`config.mk`:
```
export PLATFORM = sky130hd
export DESIGN_NAME = sles_supervisor
export DESIGN_NICKNAME = d
export VERILOG_FILES = /design/src/sles_pkg.sv /design/src/sles_supervisor.sv
export VERILOG_INCLUDE_DIRS = /design/src
export SDC_FILE = /design/constraint.sdc
export NUM_CORES = 1
export LEC_CHECK = 0
export ABC_AREA = 1
export BUFFER_PORTS_ARGS = -buffer_cell sky130_fd_sc_hd__buf_2
export CORE_MARGIN = 5
export CORE_UTILIZATION = 57
export CTS_BUF_LIST = sky130_fd_sc_hd__clkbuf_16
export DETAILED_ROUTE_END_ITERATION = 16
export PLACE_DENSITY = 0.79
export SYNTH_ARGS = -nofsm -noshare
export SYNTH_HDL_FRONTEND = slang
export SYNTH_SLANG_ARGS = --single-unit
```
`constraint.sdc`:
```
create_clock -name sys_clk -period 3.47 [get_ports sys_clk]
set_input_delay 0.5205 -clock sys_clk [delete_from_list [all_inputs] [get_ports sys_clk]]
set_output_delay 0.5205 -clock sys_clk [all_outputs]
set_load 0.01 [all_outputs]
```
`src/sles_cfg.svh`:
```
// Offsets, field positions, reset values and timing counts of the link error supervisor.
`ifndef SLES_CFG_SVH
`define SLES_CFG_SVH
`define SLES_OFS_CTRL     4'h0
`define SLES_OFS_RETRY    4'h4
`define SLES_OFS_LOSS     4'h8
`define SLES_OFS_TERM     4'hC
`define SLES_CTRL_PAR_EN  0
`define SLES_CTRL_PAR_ODD 1
`define SLES_CTRL_DATA8   2
`define SLES_CTRL_STOP2   3
`define SLES_CTRL_TERM_LO 4
`define SLES_CTRL_TERM_HI 5
`define SLES_CTRL_CLR_TRP 6
`define SLES_CTRL_CLR_ALM 7
`define SLES_OFS_STATUS   5'h10
`define SLES_ST_TRIP      0
`define SLES_ST_ALARM     1
`define SLES_ST_LOSSRUN   2
`define SLES_ST_CODE_LO   4
`define SLES_ST_CODE_HI   7
`define SLES_ST_CNT_LO    8
`define SLES_ST_CNT_HI    21
`define SLES_RST_CTRL     6'h0C
`define SLES_RST_RETRY    14'h0000
`define SLES_RST_LOSS     14'h270F
`define SLES_RST_TERM     8'h00
`define SLES_OFF_VALUE    14'h270F
`define SLES_TERM_POS     8'h62
`define SLES_TERM_NEG     8'hC6
`define SLES_NAK_CHAR     8'h15
`define SLES_CLK_MHZ      100
`define SLES_LOSS_STEP_MS 100
`define SLES_LOSS_STEP_CYC (`SLES_LOSS_STEP_MS * 1000 * `SLES_CLK_MHZ)
`endif

```
`src/sles_pkg.sv`:
```
// Types shared by the link error supervisor and its receiver front end.
package sles_pkg;
  typedef logic [3:0] slesCode_t;
  // Outcome of one received request, from the frame receiver.
  typedef struct packed {
    logic paramWrite;
    logic parityErr;
    logic sumErr;
    logic protoErr;
    logic framingErr;
    logic overrunErr;
    logic charErr;
    logic instrErr;
    logic rangeErr;
  } slesReq_s;
  // Character format and terminator choice handed to the receiver.
  typedef struct packed {
    logic       parityEn;
    logic       parityOdd;
    logic       dataBits8;
    logic       stopBits2;
    logic [1:0] terminator;
  } slesLineCfg_s;
  // Reply head: acknowledge or negative acknowledge with its code digit.
  typedef struct packed {
    logic       nak;
    logic [7:0] lead;
    logic [7:0] codeChar;
  } slesReply_s;
endpackage

```
`src/sles_supervisor.sv`:
```
// Error classification, retry supervision and signal-loss watchdog of the serial link.
// Contract
// - Erroneous request answered with NAK and code.
// - Parity mismatch reports code 1.
// - Sum check mismatch reports code 2.
// - Syntax, timeout or terminator fault reports 3.
// - Stop bit length mismatch reports code 4.
// - Overrun reports code 5.
// - Consecutive errors beyond retry limit report 0.
// - Invalid character reports 7, no trip.
// - Parameter write in wrong mode reports A.
// - Unknown instruction B, data out of range C.
// - Codes 0 to 5 raise alarm; limit trips.
// - Codes A to C reject, drive keeps running.
// - Character has start, 7/8 data, parity, stops.
// - Request checked well inside 20 ms.
// - Count consecutive errors; beyond limit trip.
// - Retry limit 9999 never trips, raises alarm.
// - Terminal shows alarm for 98 or 198.
// - Loss of traffic trips, disables, raises alarm.
// - Loss interval 9999 disables supervision.
// - Interval 0 trips on entering link mode.
// - Any request clears the loss counter.
// - Loss timer starts at first request in mode.
// - Negative acknowledge character is 15 hex.
//
// The register offsets and the Wishbone register port were decided locally.
`timescale 1ns/1ps
`include "sles_cfg.svh"
module sles_supervisor #(
  parameter int LOSS_STEP_CYC = `SLES_LOSS_STEP_CYC
) (
  // Clock and reset.
  input  wire logic                  sys_clk,
  input  wire logic                  reset_n,
  // Wishbone slave.
  input  wire logic                  wb_cyc_i,
  input  wire logic                  wb_stb_i,
  input  wire logic                  wb_we_i,
  input  wire logic [4:0]            wb_adr_i,
  input  wire logic [3:0]            wb_sel_i,
  input  wire logic [31:0]           wb_dat_i,
  output logic      [31:0]           wb_dat_o,
  output logic                       wb_ack_o,
  // Frame receiver results and the line format handed to it.
  input  wire logic                  reqDone,
  input  wire sles_pkg::slesReq_s    reqInfo,
  output sles_pkg::slesLineCfg_s     lineCfg,
  // Drive state.
  input  wire logic                  linkActive,
  input  wire logic                  cmdFromComm,
  input  wire logic                  driveRunning,
  input  wire logic                  netMode,
  // Reply and fault outputs.
  output logic                       replyValid,
  output sles_pkg::slesReply_s       replyHead,
  output logic                       comm_fault_trip,
  output logic                       driveEnable,
  output logic                       alarm_output,
  output logic                       alarmTerminal
);

  logic [5:0]  ctrl_q;
  logic [13:0] retry_limit_setting_q;
  logic [13:0] loss_check_interval_q;
  logic [7:0]  output_terminal_function_q;
  logic        ack_q;
  logic [31:0] rdat_q;
  logic        wrStb;
  logic        clrTrip;
  logic        clrAlarm;
  logic        trip_q;
  logic        alarm_q;
  logic [13:0] errCnt_q;
  logic [13:0] errCntInc;
  logic [3:0]  code_d;
  logic [3:0]  lastCode_q;
  logic        lineErr;
  logic        modeErr;
  logic        overLimit;
  logic        retryOff;
  logic        netMode_q;
  logic        lossArmed_q;
  logic        lossRun_q;
  logic [31:0] tick_q;
  logic [13:0] lossCnt_q;
  logic        lossTrip;
  logic        zeroTrip;
  logic        replyValid_q;
  sles_pkg::slesReply_s reply_q;

  // Digit 0..F to its ASCII character.
  function automatic logic [7:0] hexAscii(input logic [3:0] d);
    hexAscii = (d < 4'hA) ? (8'h30 + {4'h0, d}) : (8'h37 + {4'h0, d});
  endfunction

  // Same-clock bus access; the ack pulse drops the cycle after it is given.
  assign wrStb    = wb_cyc_i & wb_stb_i & wb_we_i & ~ack_q & wb_sel_i[0];
  assign clrTrip  = wrStb & (wb_adr_i == {1'b0, `SLES_OFS_CTRL}) & wb_dat_i[`SLES_CTRL_CLR_TRP];
  assign clrAlarm = wrStb & (wb_adr_i == {1'b0, `SLES_OFS_CTRL}) & wb_dat_i[`SLES_CTRL_CLR_ALM];

  always_ff @(posedge sys_clk) begin
    if (!reset_n) begin
      ack_q <= 1'b0;
    end else begin
      ack_q <= wb_cyc_i & wb_stb_i & ~ack_q;
    end
  end

  // Only byte lane 0 and 1 carry fields; a write to an unmapped word is acknowledged and dropped.
  always_ff @(posedge sys_clk) begin
    if (!reset_n) begin
      ctrl_q                     <= `SLES_RST_CTRL;
      retry_limit_setting_q      <= `SLES_RST_RETRY;
      loss_check_interval_q      <= `SLES_RST_LOSS;
      output_terminal_function_q <= `SLES_RST_TERM;
    end else if (wrStb) begin
      case (wb_adr_i)
        {1'b0, `SLES_OFS_CTRL}: begin
          ctrl_q <= wb_dat_i[5:0];
        end
        {1'b0, `SLES_OFS_RETRY}: begin
          if (wb_sel_i[1]) begin
            retry_limit_setting_q <= wb_dat_i[13:0];
          end
        end
        {1'b0, `SLES_OFS_LOSS}: begin
          if (wb_sel_i[1]) begin
            loss_check_interval_q <= wb_dat_i[13:0];
          end
        end
        {1'b0, `SLES_OFS_TERM}: begin
          output_terminal_function_q <= wb_dat_i[7:0];
        end
        default: begin
        end
      endcase
    end
  end

  always_ff @(posedge sys_clk) begin
    if (!reset_n) begin
      rdat_q <= 32'h00000000;
    end else begin
      rdat_q <= 32'h00000000;
      if (wb_cyc_i & wb_stb_i & ~ack_q & ~wb_we_i) begin
        case (wb_adr_i)
          {1'b0, `SLES_OFS_CTRL}:  rdat_q[5:0]  <= ctrl_q;
          {1'b0, `SLES_OFS_RETRY}: rdat_q[13:0] <= retry_limit_setting_q;
          {1'b0, `SLES_OFS_LOSS}:  rdat_q[13:0] <= loss_check_interval_q;
          {1'b0, `SLES_OFS_TERM}:  rdat_q[7:0]  <= output_terminal_function_q;
          `SLES_OFS_STATUS: begin
            rdat_q[`SLES_ST_TRIP]                       <= trip_q;
            rdat_q[`SLES_ST_ALARM]                      <= alarm_q;
            rdat_q[`SLES_ST_LOSSRUN]                    <= lossRun_q;
            rdat_q[`SLES_ST_CODE_HI:`SLES_ST_CODE_LO]   <= lastCode_q;
            rdat_q[`SLES_ST_CNT_HI:`SLES_ST_CNT_LO]     <= errCnt_q;
          end
          default: rdat_q <= 32'h00000000;
        endcase
      end
    end
  end

  assign wb_ack_o = ack_q;
  assign wb_dat_o = rdat_q;

  // The receiver checks framing against this format and flags any mismatch.
  assign lineCfg.parityEn   = ctrl_q[`SLES_CTRL_PAR_EN];
  assign lineCfg.parityOdd  = ctrl_q[`SLES_CTRL_PAR_ODD];
  assign lineCfg.dataBits8  = ctrl_q[`SLES_CTRL_DATA8];
  assign lineCfg.stopBits2  = ctrl_q[`SLES_CTRL_STOP2];
  assign lineCfg.terminator = ctrl_q[`SLES_CTRL_TERM_HI:`SLES_CTRL_TERM_LO];

  // Classification.
  assign lineErr   = reqInfo.parityErr | reqInfo.sumErr | reqInfo.protoErr |
                     reqInfo.framingErr | reqInfo.overrunErr;
  assign modeErr   = reqInfo.paramWrite & (~linkActive | ~cmdFromComm | driveRunning);
  assign retryOff  = (retry_limit_setting_q == `SLES_OFF_VALUE);
  assign errCntInc = (errCnt_q == 14'h3FFF) ? errCnt_q : errCnt_q + 14'h0001;
  assign overLimit = lineErr & (errCntInc > retry_limit_setting_q);

  // After the retry limit, overrun and framing come first since they make the later checks meaningless.
  always_comb begin
    code_d = 4'hF;
    if (overLimit) begin
      code_d = 4'h0;
    end else if (reqInfo.overrunErr) begin
      code_d = 4'h5;
    end else if (reqInfo.framingErr) begin
      code_d = 4'h4;
    end else if (reqInfo.parityErr) begin
      code_d = 4'h1;
    end else if (reqInfo.protoErr) begin
      code_d = 4'h3;
    end else if (reqInfo.sumErr) begin
      code_d = 4'h2;
    end else if (reqInfo.charErr) begin
      code_d = 4'h7;
    end else if (modeErr) begin
      code_d = 4'hA;
    end else if (reqInfo.instrErr) begin
      code_d = 4'hB;
    end else if (reqInfo.rangeErr) begin
      code_d = 4'hC;
    end
  end

  // The answer head leaves one cycle after the request ends, far inside every check time.
  always_ff @(posedge sys_clk) begin
    if (!reset_n) begin
      replyValid_q <= 1'b0;
      reply_q      <= '0;
      lastCode_q   <= 4'hF;
    end else begin
      replyValid_q <= reqDone;
      if (reqDone) begin
        lastCode_q       <= code_d;
        reply_q.nak      <= (code_d != 4'hF);
        reply_q.lead     <= (code_d != 4'hF) ? `SLES_NAK_CHAR : 8'h06;
        reply_q.codeChar <= hexAscii(code_d);
      end
    end
  end

  assign replyValid = replyValid_q;
  assign replyHead  = reply_q;

  // Line errors count up; a character error holds the run, any other request without one restarts it.
  always_ff @(posedge sys_clk) begin
    if (!reset_n) begin
      errCnt_q <= 14'h0000;
    end else if (reqDone) begin
      if (lineErr) begin
        errCnt_q <= errCntInc;
      end else if (!reqInfo.charErr) begin
        errCnt_q <= 14'h0000;
      end
    end
  end

  // Signal-loss watchdog.
  assign zeroTrip = netMode & (loss_check_interval_q == 14'h0000);
  assign lossTrip = lossRun_q & (lossCnt_q >= loss_check_interval_q) &
                    (loss_check_interval_q != `SLES_OFF_VALUE);

  always_ff @(posedge sys_clk) begin
    if (!reset_n) begin
      netMode_q   <= 1'b0;
      lossArmed_q <= 1'b0;
      lossRun_q   <= 1'b0;
    end else begin
      netMode_q <= netMode;
      if (!netMode || loss_check_interval_q == `SLES_OFF_VALUE) begin
        lossArmed_q <= 1'b0;
        lossRun_q   <= 1'b0;
      end else if (netMode & ~netMode_q) begin
        lossArmed_q <= 1'b1;
        lossRun_q   <= 1'b0;
      end else if (lossArmed_q & reqDone) begin
        lossArmed_q <= 1'b0;
        lossRun_q   <= 1'b1;
      end
    end
  end

  // The count steps in tenths of a second; any request, whatever station, restarts it.
  always_ff @(posedge sys_clk) begin
    if (!reset_n) begin
      tick_q    <= 32'h00000000;
      lossCnt_q <= 14'h0000;
    end else if (!lossRun_q || reqDone) begin
      tick_q    <= 32'h00000000;
      lossCnt_q <= 14'h0000;
    end else if (tick_q == 32'(LOSS_STEP_CYC - 1)) begin
      tick_q    <= 32'h00000000;
      lossCnt_q <= (lossCnt_q == 14'h3FFF) ? lossCnt_q : lossCnt_q + 14'h0001;
    end else begin
      tick_q <= tick_q + 32'h00000001;
    end
  end

  // Fault and alarm are sticky; a new event in the clearing cycle wins.
  always_ff @(posedge sys_clk) begin
    if (!reset_n) begin
      trip_q <= 1'b0;
    end else if ((reqDone & overLimit & ~retryOff) | lossTrip | zeroTrip) begin
      trip_q <= 1'b1;
    end else if (clrTrip) begin
      trip_q <= 1'b0;
    end
  end

  // Codes 7 and A to C never reach this flag, so they raise no alarm.
  always_ff @(posedge sys_clk) begin
    if (!reset_n) begin
      alarm_q <= 1'b0;
    end else if ((reqDone & lineErr) | lossTrip | zeroTrip) begin
      alarm_q <= 1'b1;
    end else if (clrAlarm) begin
      alarm_q <= 1'b0;
    end
  end

  assign comm_fault_trip = trip_q;
  assign driveEnable     = ~trip_q;
  assign alarm_output    = alarm_q;

  // Terminal polarity follows its function setting; other settings leave it low.
  always_comb begin
    if (output_terminal_function_q == `SLES_TERM_POS) begin
      alarmTerminal = alarm_q;
    end else if (output_terminal_function_q == `SLES_TERM_NEG) begin
      alarmTerminal = ~alarm_q;
    end else begin
      alarmTerminal = 1'b0;
    end
  end

endmodule // sles_supervisor

```
==> impl_metrics.py <==
metrics = {
    "grt": {
        "grt_pass1_vias": 6628,
        "antenna_found_initial": 0,
        "grt_max_degree": 45,
        "groute.usage.overall_pct": 25.09,
        "grt-ovfl-total": 0,
        "grt_pass1_wl_mm": 32.66,
    },
    "cts": {
        "clock_sinks": 145,
        "cts-hold-fix-buffers": 0,
        "cts_resized": 0,
        "cts-root-buf": "clkbuf_16",
        "cts_buffer_depth": 2,
        "htreeDepth": 4,
        "clk_latency_ns": 0.43,
        "cts_setup_buffers": 0,
        "cts_tree": "built",
        "path_clk_slew_ns": 0.06,
        "numCtsBuffers": 17,
    },
    "floorplan": {
        "rows": 42,
        "io_pins": 121,
        "design.die.area_sq_mm": 0.01596,
        "dieHeight_um": 126.3,
        "die_w_um": 126.3,
        "start_util_pct": 58.25,
        "fp.coreArea_sq_mm": 0.01324,
    },
    "final_layout": {
        "final_area_sq_mm": 0.008851,
        "drive_gt1_share_pct": 16.27,
        "area_delta_synth_final_pct": 14.74,
        "fin_nets": 1248,
        "final-instance-count-excl-fill": 1344,
        "diodes": 0,
    },
    "place": {
        "place_area_sq_mm": 0.008228,
        "place_ws_ns": 0.1414,
        "io_buffers": 85,
        "dpl.hpwl_mm": 14.74,
        "placed_cells": 1312,
        "gp_congestion": 0.9298,
    },
    "setup_path": {
        "cp_slowest_stage_delay_ns": 0.34,
        "path_class": "reg2reg",
        "crit_fanout": 11,
        "r2r_setup_slack_ns": 0.25,
        "critPathSlowestCell": "or2_4",
        "cp_common_cell": "nand2_1",
        "arrival_ns": 3.60,
        "cp-start-kind": "flip-flop",
        "required_ns": 3.85,
        "end_kind": "flip-flop",
        "path_cells": "ha_1, nand3_1, inv_2, nand2_2, or2_4, nor2_1, a21oi_2, ha_1, nand2_1, nand2_1, nand2_1, nand3_1, nand2_1, nand2_1, nand2_1, nand3_1, ha_1, nand3b_1, nand3_1, nand2_1, nand2_1",
    },
    "timing": {
        "setup_viol": 0,
        "slew_headroom_pct": 28.40,
        "hold_viol": 0,
        "fin_ws_ns": 0.2497,
        "worst_pin_slew_ns": 1.067,
        "maxSlewViolCount": 0,
        "skew_ns": 0.006073,
        "max_freq_ghz": 0.3105,
        "period_minus_slack_ns": 3.220,
        "period_share_pct": 92.80,
    },
    "power": {
        "leakagePower_nw": 3.738,
        "peakVddDrop_mv": 0.3463,
        "power_mw": 3.835,
        "power.density_mw_per_mm2": 433.3,
    },
    "routing": {
        "drtAntennaViolNets": 0,
        "first_iter_violations": 602,
        "drc": 0,
        "routedWlPerCell_um": 14.92,
        "via_count": 7301,
        "viasPerCell": 5.432,
        "wirelength_mm": 20.06,
        "drtPass1Iterations": 5,
    },
    "logic_synthesis": {
        "yosysUniqueCellTypes": 46,
        "yosys_warnings": 0,
        "synth_seq_area_share_pct": 37.63,
        "post_synth_inst_count": 1068,
        "ys.flop_type": "dfxtp_1",
        "synth_largest_area_cell": "dfxtp_1",
        "ys_ff_latch": 145,
        "synth_most_common_cell": "nand2_1",
        "synth_area_sq_mm": 0.007714,
        "synth_edf_count": 0,
        "synth.top_cell.area_share_pct": 37.63,
        "async_reset_ff_share_pct": 0,
        "syn_area_per_cell_sq_um": 7.223,
        "synth.top_cells.by_count": "220 x nand2_1, 145 x dfxtp_1, 128 x inv_1",
        "yosys-top-cells-area": "dfxtp_1 38%, nand2_1 11%, inv_1 6.2%",
    },
    "job": {
        "drv_cap": 0,
    },
    "min_path": {
        "hp-class": "in2reg",
    },
    "outcome": {
        "status": "finished, final reports clean",
    },
}
## flip-flops by register name, summed over array words and instances, names as in the netlist, 4 cells and up
signal and flops:
wb_dat_o 22, output_terminal_function_q 8, loss_check_interval_q 14, errCnt_q 14, lastCode_q 4, lossCnt_q 14, tick_q 32, retry_limit_setting_q 14
replyHead 10, ctrl_q 6
## worst paths after layout
| check | startpoint | to | cells past startpoint |
|---|---|---|---|
| hold reg to reg | replyHead[3] | replyHead[3] | 2 |
| setup / recovery | errCnt_q[0] | replyHead[2] | 21 |
| setup reg to reg | errCnt_q[0] | replyHead[2] | 21 |
| hold / removal | netMode | netMode_q | 3 |
## area by class of cell
| cell class | count | area [sq um] |
|---|---|---|
| Clock buffer | 17 | 425.4 |
| Clock inverter | 15 | 195.2 |
| Fill cell | 1156 | 4392 |
| Inverter | 142 | 533.0 |
| Multi-Input combinational cell | 753 | 4066 |
| Sequential cell | 145 | 2903 |
| Tap cell | 176 | 220.2 |
| Timing Repair Buffer | 96 | 508.0 |
## metrics by stage
stage,utilization [%],hold slack [ns],TNS [ns]
3_5_place_dp,62.13,0.4283,0
2_1_floorplan,-,0.4218,0
3_3_place_gp,62.13,0.4235,0
5_1_grt,66.84,0.3484,-0.004949
6_report,66.84,0.3344,0
4_1_cts,66.82,0.3190,0
## power by group
| part | internal, mW | switching [mW] | total [mW] |
|---|---|---|---|
| Sequential | 1.68 | 0.0112 | 1.69 |
| Clock | 1.15 | 0.784 | 1.94 |
| Combinational | 0.0669 | 0.140 | 0.206 |
## metal layers
| metal | part of all wire, % | GRT usage [%] | routed length (um) |
|---|---|---|---|
| met4 | 2.4 | 9.022 | 486 |
| met2 | 45 | 38.81 | 8969 |
| met3 | 8.6 | 6.515 | 1729 |
| met1 | 44 | 34.06 | 8871 |
| met5 | 0 | 0 | 0 |
## cell families (layout without fill, tap and decap cells)
group | count (synthesis) | in the layout | share of synthesized area (%)
other cells | 1 | 15 | 0.04862
simple gates | 479 | 479 | 28.58
xor+xnor | 38 | 38 | 4.315
fa+ha+maj | 33 | 33 | 5.353
compound gates | 188 | 188 | 13.71
buf+inv | 184 | 270 | 10.37
flops | 145 | 145 | 37.63
## worst max-delay path: cells and delay by family, from the launching register on
kind,cells,cell delay (ns)
flops,1,0.33
simple gates,16,1.87
compound gates,1,0.05
buf+inv,1,0.13
fa+ha+maj,3,0.79
## placed cells by master, fill, tap and decap left out, types with 3 or more instances in the layout
cell type | netlist | final
conb_1 | 1 | 15
a31oi_1 | 3 | 3
inv_6 | 0 | 5
clkinvlp_4 | 0 | 4
inv_1 | 128 | 128
nand3_1 | 37 | 37
nor2_2 | 3 | 3
nand2_2 | 10 | 10
nor2_1 | 114 | 114
nand2_1 | 220 | 220
nor3_1 | 27 | 27
nand3b_1 | 4 | 4
buf_2 | 8 | 85
clkbuf_16 | 0 | 17
o22ai_1 | 7 | 7
nand2_4 | 8 | 8
nand4_1 | 28 | 28
o21ai_0 | 55 | 55
nor3_4 | 3 | 3
a221oi_1 | 7 | 7
a21oi_1 | 92 | 92
ha_1 | 33 | 33
xor2_1 | 23 | 23
o21bai_1 | 3 | 3
buf_4 | 18 | 11
inv_2 | 13 | 13
nor4_1 | 10 | 10
o221ai_1 | 3 | 3
nand3_2 | 4 | 4
a21oi_2 | 12 | 12
nor3_2 | 3 | 3
xnor2_1 | 15 | 15
dfxtp_1 | 145 | 145
bufinv_16 | 0 | 3
Note: power is estimated with default switching activity, not from simulation.
